File: config.mk
export PLATFORM = sky130hd
export DESIGN_NAME = uesfr_top
export DESIGN_NICKNAME = d
export VERILOG_FILES = /design/src/design/uesfr_pkg.sv /design/src/design/uesfr_ep_status.sv /design/src/design/uesfr_handshake.sv /design/src/design/uesfr_top.sv
export SDC_FILE = /design/constraint.sdc
export NUM_CORES = 1
export LEC_CHECK = 0
export CAP_MARGIN = 0
export CORE_MARGIN = 1.5
export CORE_UTILIZATION = 64
export CTS_BUF_LIST = sky130_fd_sc_hd__clkbuf_2
export CTS_CLUSTER_SIZE = 25
export DETAILED_ROUTE_END_ITERATION = 16
export DONT_BUFFER_PORTS = 1
export GPL_TIMING_DRIVEN = 0
export PLACE_DENSITY = 0.9
export REMOVE_ABC_BUFFERS = 1
export SETUP_SLACK_MARGIN = 0.15
export SYNTH_ARGS = -nofsm -noshare
export SYNTH_HDL_FRONTEND = slang
export SYNTH_SLANG_ARGS = --single-unit
File: constraint.sdc
create_clock -name sys_clk -period 2.4 [get_ports sys_clk]
set_input_delay 0.24 -clock sys_clk [delete_from_list [all_inputs] [get_ports sys_clk]]
set_output_delay 0.24 -clock sys_clk [all_outputs]
set_load 0.02 [all_outputs]
File: src/design/uesfr_pkg.sv
// uesfr_pkg: constants shared by the endpoint status and fifo reset block.
// assumes a 32-bit AHB-Lite bus where each register is one aligned word.
package uesfr_pkg;

  localparam int unsigned EP_COUNT = 4;

  // word indices; byte address is four times the index
  localparam logic [9:0] STATUS_INDEX = 10'h000;
  localparam logic [9:0] SELECT_INDEX = 10'h001;
  localparam logic [9:0] IRQ_ENABLE_INDEX = 10'h0c2;
  localparam logic [9:0] FIFO_RESET_INDEX = 10'h0d5;
  localparam logic [9:0] IRQ_FLAGS_INDEX = 10'h0f8;

  // endpoint_status_control field positions
  localparam int unsigned DIR_BIT = 7;
  localparam int unsigned RSVD_BIT = 6;
  localparam int unsigned STALL_BIT = 5;
  localparam int unsigned TRANSMIT_READY_BIT = 4;
  localparam int unsigned STALL_SENT_OR_CRC_ERROR_BIT = 3;
  localparam int unsigned SETUP_BIT = 2;
  localparam int unsigned OUT_BIT = 1;
  localparam int unsigned IN_COMPLETE_BIT = 0;

  localparam logic [7:0] STATUS_RESET = 8'h00;
  localparam logic [3:0] FIFO_RESET_RESET = 4'h0;
  localparam logic [3:0] IRQ_RESET = 4'h0;
  localparam logic [1:0] SELECT_RESET = 2'h0;

  localparam logic [1:0] EP_TYPE_CONTROL = 2'h0;
  localparam logic [1:0] EP_TYPE_ISO = 2'h1;

  localparam logic [1:0] TOKEN_OUT = 2'h0;
  localparam logic [1:0] TOKEN_IN = 2'h1;
  localparam logic [1:0] TOKEN_SETUP = 2'h2;

  localparam logic [1:0] REPLY_ACK = 2'h0;
  localparam logic [1:0] REPLY_NAK = 2'h1;
  localparam logic [1:0] REPLY_STALL = 2'h2;
  localparam logic [1:0] REPLY_DATA = 2'h3;

  typedef enum logic [2:0] {
    PH_IDLE = 3'h1,
    PH_WRITE = 3'h2,
    PH_READ = 3'h4
  } uesfr_phase_type;

endpackage

File: src/design/uesfr_ep_status.sv
// uesfr_ep_status: status and control byte of one endpoint.
// assumes link events are one-cycle pulses already steered to this endpoint.
`timescale 1ns/1ns
module uesfr_ep_status (
  input wire logic sys_clk,
  input wire logic srst,
  input wire logic [1:0] ep_type,
  input wire logic fw_write,
  input wire logic [7:0] fw_data,
  input wire logic ev_setup,
  input wire logic ev_out,
  input wire logic ev_crc_err,
  input wire logic ev_in_sent,
  input wire logic ev_in_ack,
  input wire logic ev_stall_sent,
  output logic [7:0] status,
  output logic status_event
);
  logic is_iso;
  logic dir;
  logic stall_rq;
  logic tx_ready;
  logic stl_crc;
  logic setup_rx;
  logic out_rx;
  logic in_cmp;
  logic set_stl_crc;
  logic set_in_cmp;

  assign is_iso = ep_type == uesfr_pkg::EP_TYPE_ISO;
  assign set_stl_crc = is_iso ? ev_crc_err : ev_stall_sent;
  assign set_in_cmp = is_iso ? ev_in_sent : ev_in_ack;
  assign status_event = ev_setup | ev_out | set_stl_crc | set_in_cmp;

  always_ff @(posedge sys_clk)
  begin
    if (srst)
    begin
      dir <= 1'h0;
      stall_rq <= 1'h0;
      tx_ready <= 1'h0;
    end
    else if (ev_setup)
    begin
      dir <= 1'h0;
      stall_rq <= 1'h0;
      tx_ready <= 1'h0;
    end
    else if (fw_write)
    begin
      dir <= fw_data[uesfr_pkg::DIR_BIT];
      stall_rq <= fw_data[uesfr_pkg::STALL_BIT];
      tx_ready <= fw_data[uesfr_pkg::TRANSMIT_READY_BIT];
    end
    else if (is_iso ? ev_in_sent : ev_in_ack)
    begin
      tx_ready <= 1'h0;
    end
  end

  // hardware flags: a written zero clears, a written one is ignored, an event wins
  always_ff @(posedge sys_clk)
  begin
    if (srst)
    begin
      stl_crc <= 1'h0;
      setup_rx <= 1'h0;
      out_rx <= 1'h0;
      in_cmp <= 1'h0;
    end
    else if (ev_setup)
    begin
      stl_crc <= 1'h0;
      setup_rx <= 1'h1;
      out_rx <= 1'h0;
      in_cmp <= 1'h0;
    end
    else
    begin
      stl_crc <= set_stl_crc
        | (stl_crc & ~(fw_write & ~fw_data[uesfr_pkg::STALL_SENT_OR_CRC_ERROR_BIT])
        & ~(is_iso & ev_out));
      setup_rx <= setup_rx & ~(fw_write & ~fw_data[uesfr_pkg::SETUP_BIT]);
      out_rx <= ev_out | (out_rx & ~(fw_write & ~fw_data[uesfr_pkg::OUT_BIT]));
      in_cmp <= set_in_cmp | (in_cmp & ~(fw_write & ~fw_data[uesfr_pkg::IN_COMPLETE_BIT]));
    end
  end

  always_comb
  begin
    status = uesfr_pkg::STATUS_RESET;
    status[uesfr_pkg::DIR_BIT] = dir;
    status[uesfr_pkg::RSVD_BIT] = 1'h0;
    status[uesfr_pkg::STALL_BIT] = stall_rq;
    status[uesfr_pkg::TRANSMIT_READY_BIT] = tx_ready;
    status[uesfr_pkg::STALL_SENT_OR_CRC_ERROR_BIT] = stl_crc;
    status[uesfr_pkg::SETUP_BIT] = setup_rx;
    status[uesfr_pkg::OUT_BIT] = out_rx;
    status[uesfr_pkg::IN_COMPLETE_BIT] = in_cmp;
  end
endmodule // uesfr_ep_status

File: src/design/uesfr_handshake.sv
// uesfr_handshake: picks the answer to a host token from endpoint state.
// assumes the token and the addressed endpoint's bits arrive in one cycle.
`timescale 1ns/1ns
module uesfr_handshake (
  input wire logic sys_clk,
  input wire logic srst,
  input wire logic token_valid,
  input wire logic [1:0] token_kind,
  input wire logic stall_rq,
  input wire logic out_rx,
  input wire logic tx_ready,
  output logic reply_valid,
  output logic [1:0] reply_code
);
  logic [1:0] next_reply_code;

  always_comb
  begin
    next_reply_code = uesfr_pkg::REPLY_ACK;
    // setup is always taken, even over a pending out packet
    if (token_kind == uesfr_pkg::TOKEN_SETUP)
      next_reply_code = uesfr_pkg::REPLY_ACK;
    else if (stall_rq)
      next_reply_code = uesfr_pkg::REPLY_STALL;
    else if (token_kind == uesfr_pkg::TOKEN_OUT)
      next_reply_code = out_rx ? uesfr_pkg::REPLY_NAK : uesfr_pkg::REPLY_ACK;
    else if (token_kind == uesfr_pkg::TOKEN_IN)
      next_reply_code = tx_ready ? uesfr_pkg::REPLY_DATA : uesfr_pkg::REPLY_NAK;
    else
      next_reply_code = uesfr_pkg::REPLY_NAK;
  end

  always_ff @(posedge sys_clk)
  begin
    if (srst)
    begin
      reply_valid <= 1'h0;
      reply_code <= uesfr_pkg::REPLY_ACK;
    end
    else
    begin
      reply_valid <= token_valid;
      if (token_valid)
        reply_code <= next_reply_code;
    end
  end
endmodule // uesfr_handshake

File: src/design/uesfr_top.sv
// uesfr_top: endpoint status/control, endpoint interrupt flags and fifo resets.
// assumes an AHB-Lite master for firmware and a serial engine that reports
// link events as one-cycle pulses tagged with the endpoint number.
//
// Function
// direction bit matters only on control endpoints
// firmware programs direction first after setup
// firmware clears direction at control-out status
// bit six reads zero, never written one
// stall request makes next handshake a stall
// firmware sets transmit-ready after loading packet
// transmit-ready on empty fifo sends zero-length
// transmit-ready cleared on sent or acknowledged
// stall-sent flag set, cleared by setup
// isochronous crc flag, cleared by good data
// setup sets flag, clears all other bits
// firmware clears setup flag after reading bytes
// out flag set; further outs get nak
// early setup may overwrite fifo on control
// firmware clears out flag after reading data
// in-complete set when sent or acknowledged
// firmware clears in-complete before next packet
// status and fifo reset registers reset zero
// fifo reset bits reset endpoint fifos
// fifo reset upper bits read zero
// status register follows selected endpoint number
// enabled status events set interrupt flags
// hardware flags cleared by writing zero
//
// The AHB-Lite slave port was left to the implementer.
`timescale 1ns/1ns
module uesfr_top (
  input wire logic sys_clk,
  input wire logic srst,
  input wire logic hsel,
  input wire logic [31:0] haddr,
  input wire logic [1:0] htrans,
  input wire logic hwrite,
  input wire logic [2:0] hsize,
  input wire logic [31:0] hwdata,
  input wire logic hready,
  output logic hreadyout,
  output logic hresp,
  output logic [31:0] hrdata,
  input wire logic [7:0] ep_types,
  input wire logic [1:0] link_ep,
  input wire logic link_token_valid,
  input wire logic [1:0] link_token_kind,
  input wire logic link_setup_ok,
  input wire logic link_out_ok,
  input wire logic link_crc_err,
  input wire logic link_in_sent,
  input wire logic link_in_ack,
  input wire logic link_stall_sent,
  output logic reply_valid,
  output logic [1:0] reply_code,
  output logic [3:0] fifo_reset,
  output logic [3:0] ctrl_in_stage
);
  uesfr_pkg::uesfr_phase_type phase;
  logic [9:0] addr_index;
  logic accept;
  logic data_write;
  logic [7:0] wdata8;
  logic [1:0] endpoint_select;
  logic [3:0] endpoint_irq_enable;
  logic [3:0] endpoint_irq_flags;
  logic [7:0] ep_status [uesfr_pkg::EP_COUNT];
  logic [3:0] ep_event;
  logic [3:0] ep_ctrl_dir;
  logic [7:0] read_value;
  logic [7:0] link_status;
  logic status_write;

  // bus slave: zero wait states, every transfer answered OKAY
  assign accept = hsel & hready & htrans[1];
  assign data_write = phase == uesfr_pkg::PH_WRITE;
  assign wdata8 = hwdata[7:0];
  assign status_write = data_write && addr_index == uesfr_pkg::STATUS_INDEX;

  always_ff @(posedge sys_clk)
  begin
    if (srst)
      phase <= uesfr_pkg::PH_IDLE;
    else if (hready)
    begin
      if (accept)
        phase <= hwrite ? uesfr_pkg::PH_WRITE : uesfr_pkg::PH_READ;
      else
        phase <= uesfr_pkg::PH_IDLE;
    end
  end

  // only the word index is decoded; upper address bits alias
  always_ff @(posedge sys_clk)
  begin
    if (srst)
      addr_index <= 10'h000;
    else if (accept)
      addr_index <= haddr[11:2];
  end

  always_ff @(posedge sys_clk)
  begin
    if (srst)
    begin
      hreadyout <= 1'h0;
      hresp <= 1'h0;
    end
    else
    begin
      hreadyout <= 1'h1;
      hresp <= 1'h0;
    end
  end

  // read data is captured at the address phase so it can leave a flop
  always_comb
  begin
    case (haddr[11:2])
      uesfr_pkg::STATUS_INDEX: read_value = ep_status[endpoint_select];
      uesfr_pkg::SELECT_INDEX: read_value = {6'h00, endpoint_select};
      uesfr_pkg::IRQ_ENABLE_INDEX: read_value = {4'h0, endpoint_irq_enable};
      uesfr_pkg::FIFO_RESET_INDEX: read_value = {4'h0, fifo_reset};
      uesfr_pkg::IRQ_FLAGS_INDEX: read_value = {4'h0, endpoint_irq_flags};
      default: read_value = 8'h00;
    endcase
  end

  always_ff @(posedge sys_clk)
  begin
    if (srst)
      hrdata <= 32'h0000_0000;
    else if (accept && !hwrite)
      hrdata <= {24'h00_0000, read_value};
  end

  always_ff @(posedge sys_clk)
  begin
    if (srst)
      endpoint_select <= uesfr_pkg::SELECT_RESET;
    else if (data_write && addr_index == uesfr_pkg::SELECT_INDEX)
      endpoint_select <= wdata8[1:0];
  end

  always_ff @(posedge sys_clk)
  begin
    if (srst)
      endpoint_irq_enable <= uesfr_pkg::IRQ_RESET;
    else if (data_write && addr_index == uesfr_pkg::IRQ_ENABLE_INDEX)
      endpoint_irq_enable <= wdata8[3:0];
  end

  // upper bits are not stored, so they always read zero
  always_ff @(posedge sys_clk)
  begin
    if (srst)
      fifo_reset <= uesfr_pkg::FIFO_RESET_RESET;
    else if (data_write && addr_index == uesfr_pkg::FIFO_RESET_INDEX)
      fifo_reset <= wdata8[3:0];
  end

  // flag is raised by an enabled event, dropped only by a written zero;
  // an event in the clearing cycle keeps the flag set
  always_ff @(posedge sys_clk)
  begin
    if (srst)
      endpoint_irq_flags <= uesfr_pkg::IRQ_RESET;
    else if (data_write && addr_index == uesfr_pkg::IRQ_FLAGS_INDEX)
      endpoint_irq_flags <= (endpoint_irq_flags & wdata8[3:0])
        | (ep_event & endpoint_irq_enable);
    else
      endpoint_irq_flags <= endpoint_irq_flags | (ep_event & endpoint_irq_enable);
  end

  // one status byte per endpoint, steered by the link's endpoint number
  genvar g;
  generate
    for (g = 0; g < uesfr_pkg::EP_COUNT; g++)
    begin : g_ep
      logic hit;
      logic sel;
      assign hit = link_ep == 2'(g);
      assign sel = endpoint_select == 2'(g);
      assign ep_ctrl_dir[g] = ep_status[g][uesfr_pkg::DIR_BIT]
        && ep_types[2*g +: 2] == uesfr_pkg::EP_TYPE_CONTROL;
      uesfr_ep_status u_status (
        .sys_clk(sys_clk),
        .srst(srst),
        .ep_type(ep_types[2*g +: 2]),
        .fw_write(status_write && sel),
        .fw_data(wdata8),
        .ev_setup(link_setup_ok && hit),
        .ev_out(link_out_ok && hit),
        .ev_crc_err(link_crc_err && hit),
        .ev_in_sent(link_in_sent && hit),
        .ev_in_ack(link_in_ack && hit),
        .ev_stall_sent(link_stall_sent && hit),
        .status(ep_status[g]),
        .status_event(ep_event[g])
      );
    end
  endgenerate

  always_ff @(posedge sys_clk)
  begin
    if (srst)
      ctrl_in_stage <= 4'h0;
    else
      ctrl_in_stage <= ep_ctrl_dir;
  end

  assign link_status = ep_status[link_ep];

  uesfr_handshake u_handshake (
    .sys_clk(sys_clk),
    .srst(srst),
    .token_valid(link_token_valid),
    .token_kind(link_token_kind),
    .stall_rq(link_status[uesfr_pkg::STALL_BIT]),
    .out_rx(link_status[uesfr_pkg::OUT_BIT]),
    .tx_ready(link_status[uesfr_pkg::TRANSMIT_READY_BIT]),
    .reply_valid(reply_valid),
    .reply_code(reply_code)
  );
endmodule // uesfr_top

==> impl_metrics.py <==
metrics = {
    "outcome": {
        "status": "completed",
    },
    "final_layout": {
        "seq_area_um2": 1400,
        "fin_util_pct": 74.3,
        "finalNonFillerCells": 529,
        "multi_input_area_um2": 2190,
        "antenna_cells": 0,
        "syn_to_final_growth_pct": 9.94,
        "n_fill_cell": 406,
        "mostFrequentLayoutCell": "dfxtp_1",
        "layout-drive-gt1-share_pct": 9.41,
        "final_nets": 546,
        "final_cell_mix": "dfxtp_1, nand2_1, a21oi_1",
    },
    "logic_synthesis": {
        "synth_edf_count": 0,
        "ys_ff_latch": 70,
        "yosysUniqueCellTypes": 58,
        "synth_top_area_share_pct": 36.7,
        "netlist_area_um2": 3810,
        "avgSynthCellArea_um2": 8.98,
        "async_reset_ff_share_pct": 0,
        "yosysWarnings": 0,
        "synth-main-ff-cell": "dfxtp_1",
        "synthTopCellsByArea": "dfxtp_1, mux2i_1, mux4_2",
        "synth_top_area_cell": "dfxtp_1",
        "synth_cells": 425,
        "ys_seq_area_share_pct": 36.7,
    },
    "placed_design": {
        "placed_cells": 474,
        "place_hpwl_um": 6810,
        "dpl_worst_slack_ns": -0.0275,
        "gp_congestion": 0.950,
        "numPortBuffers": 0,
    },
    "die": {
        "rows": 27,
        "die_area_um2": 6430,
        "initial_core_util_pct": 67.6,
        "ios": 138,
        "die_y_um": 80.2,
        "core-area_um2": 5640,
        "die-width_um": 80.2,
    },
    "cts": {
        "postCtsSetupRepairBufs": 0,
        "clk_pin_slew_ns": 0.18,
        "clk_path_buf_depth": 2,
        "cts_root_buf": "clkbuf_2",
        "htreeDepth": 3,
        "clock_latency_ns": 0.52,
        "cts_buffers": 9,
        "cts_tree": "done",
        "cts.sinks": 70,
    },
    "routing": {
        "vias": 3603,
        "wire_per_inst_um": 20.2,
        "drt_pass1_iterations": 6,
        "drc": 0,
        "wirelength_um": 10700,
        "first_iter_violations": 547,
        "ant_nets": 0,
        "viasPerCell": 6.81,
    },
    "hold_path": {
        "hold_end": "g_ep[0].u_status.in_cmp",
        "hp-class": "in -> reg",
        "min-delay-start": "hwdata[0]",
        "hold_depth": 3,
    },
    "timing": {
        "setup_tns_ns": 0,
        "finalWorstSetupSlack_ns": 0.246,
        "fmax_ghz": 0.464,
        "finClkSkew_ns": 0.0398,
        "fin_crit_sh_pct": 89.7,
        "finalCriticalPeriod_ns": 2.15,
        "tightest_slew_ns": 0.907,
        "final_hold_viol_count": 0,
        "slew_violations": 0,
        "setup-violations-final": 0,
        "rsz0062_at_grt": "no",
        "max_slew_margin_pct": 39.4,
    },
    "setup_path": {
        "path_cells": "mux4_2 > and3_1 > a2111oi_0 > a211oi_1",
        "cp-end-kind": "register",
        "reg2reg_slack_ns": 0.25,
        "cp_max_fo": 19,
        "critPathTopFamily": "flip-flops",
        "start_kind": "register",
        "slowest_delay_ns": 0.72,
        "cp_num_buf_inv": 0,
        "rr_startpoint": "endpoint_select[0]",
        "reg2reg_to": "hrdata[0]",
        "cpMaxStageDelayCell": "dfxtp_2",
        "r2r_cells": 4,
        "crit_type": "reg -> reg",
        "required_ns": 2.78,
        "cp_data_arrival_time_ns": 2.53,
    },
    "grt": {
        "antenna_found_initial": 0,
        "grt_max_degree": 49,
        "grt_pass1_vias": 3361,
        "grt-ovfl-total": 0,
        "grt_usage_pct": 35.1,
        "grt_pass1_wl_um": 16700,
    },
    "pwr": {
        "p_leak_nw": 1.48,
        "power.density_nw_per_um2": 485,
        "peakVddDrop_mv": 0.382,
    },
    "run": {
        "cap_violations": 0,
    },
}
report_power, final:
group	total (W)	internal, W	switching, W	leakage [nW]
Combinational	0.000281	0.000103	0.000178	0.854
Clock	0.000536	0.000136	0.000400	0.0569
Sequential	0.00122	0.00119	0.0000277	0.569
Total	0.00203	0.00143	0.000605	1.48
worst max path at each step:
stage	endpoint	cells after the start	slack, ns	startpoint
3_3_place_gp	hrdata[0]	4	-0.005	endpoint_select[0]
3_5_place_dp	hrdata[0]	4	-0.03	endpoint_select[0]
6_report	hrdata[0]	4	0.25	endpoint_select[0]
4_1_cts	hrdata[0]	4	0.20	endpoint_select[1]
5_1_grt	hrdata[0]	4	0.20	endpoint_select[0]
2_1_floorplan	hrdata[0]	4	0.29	endpoint_select[0]
synthesized netlist by cell type, drive strengths merged (4+ instances only):
| master | instances |
|---|---|
| a31o | 5 |
| nor4 | 8 |
| o211ai | 7 |
| clkbuf | 13 |
| and3 | 4 |
| inv | 8 |
| mux4 | 10 |
| a21oi | 44 |
| nor3 | 8 |
| nor4b | 8 |
| dfxtp | 70 |
| nor2 | 23 |
| o21ai | 9 |
| buf | 35 |
| nand4 | 6 |
| nand2 | 56 |
| mux2i | 28 |
| nor2b | 5 |
| nand2b | 12 |
| nand3 | 13 |
| a211oi | 8 |
worst min-delay path: stages:
cell and delay, ns:
or3_1 0.08, o31ai_1 0.05, a21oi_1 0.13
repair_timing:
item,in CTS,in global routing
gates cloned,0,0
hold buffers,37,3
pin swaps,0,0
setup endpoints to repair,1,1
hold endpoints to repair,69,12
gates resized for setup,1,1
flip-flops by register name, summed over array words and instances (netlist names):
| name | cells |
|---|---|
| g_ep.u_status.in_cmp | 4 |
| g_ep.u_status.out_rx | 4 |
| hrdata | 7 |
| g_ep.u_status.setup_rx | 4 |
| g_ep.u_status.stall_rq | 4 |
| g_ep.u_status.tx_ready | 4 |
| addr_index | 10 |
| phase | 3 |
| g_ep.u_status.stl_crc | 4 |
| endpoint_select | 2 |
| endpoint_irq_flags | 4 |
| g_ep.u_status.dir | 4 |
| ctrl_in_stage | 4 |
| u_handshake.reply_code | 2 |
| hreadyout | 1 |
| u_handshake.reply_valid | 1 |
| endpoint_irq_enable | 4 |
| fifo_reset | 4 |
metrics by stage:
| step | area, µm² | power [W] | hold slack (ns) |
|---|---|---|---|
| finish | 4190 | 0.00203 | 0.0133 |
| global route | 4190 | 0.00210 | 0.00185 |
| CTS | 4160 | 0.00201 | 0.000121 |
| detailed placement | 3710 | 0.00143 | 0.319 |
| global placement | 3710 | 0.00142 | 0.316 |
| floorplan | 3620 | 0.00139 | 0.309 |
final cells by class:
| class | count | share of cell area (%) |
|---|---|---|
| Multi-Input combinational cell | 324 | 52.1 |
| Sequential cell | 70 | 33.5 |
| Timing Repair Buffer | 40 | 9.79 |
| Tap cell | 72 | 2.15 |
| Clock buffer | 12 | 1.43 |
| Inverter | 8 | 0.716 |
| Clock inverter | 3 | 0.298 |
cells by family after synthesis:
kind of cell	count (synthesis)	synth area share, %
other	1	0.0983
flip-flops	70	36.7
multiplexers	38	13.3
AND/OR/NAND/NOR	161	24.9
AO/OA/AOI/OAI	99	16.6
buffers and inverters	56	8.40
routing by layer:
metal  global-route usage, %  vias up  wire, µm
met5                       0        -         0
met4                    17.4        0       490
met3                    11.7       65      1400
met2                    55.0      321      4760
met1                    43.0     1647      4060
li1                        -     1570         -
No activity file was read; power rests on OpenSTA's default activity.
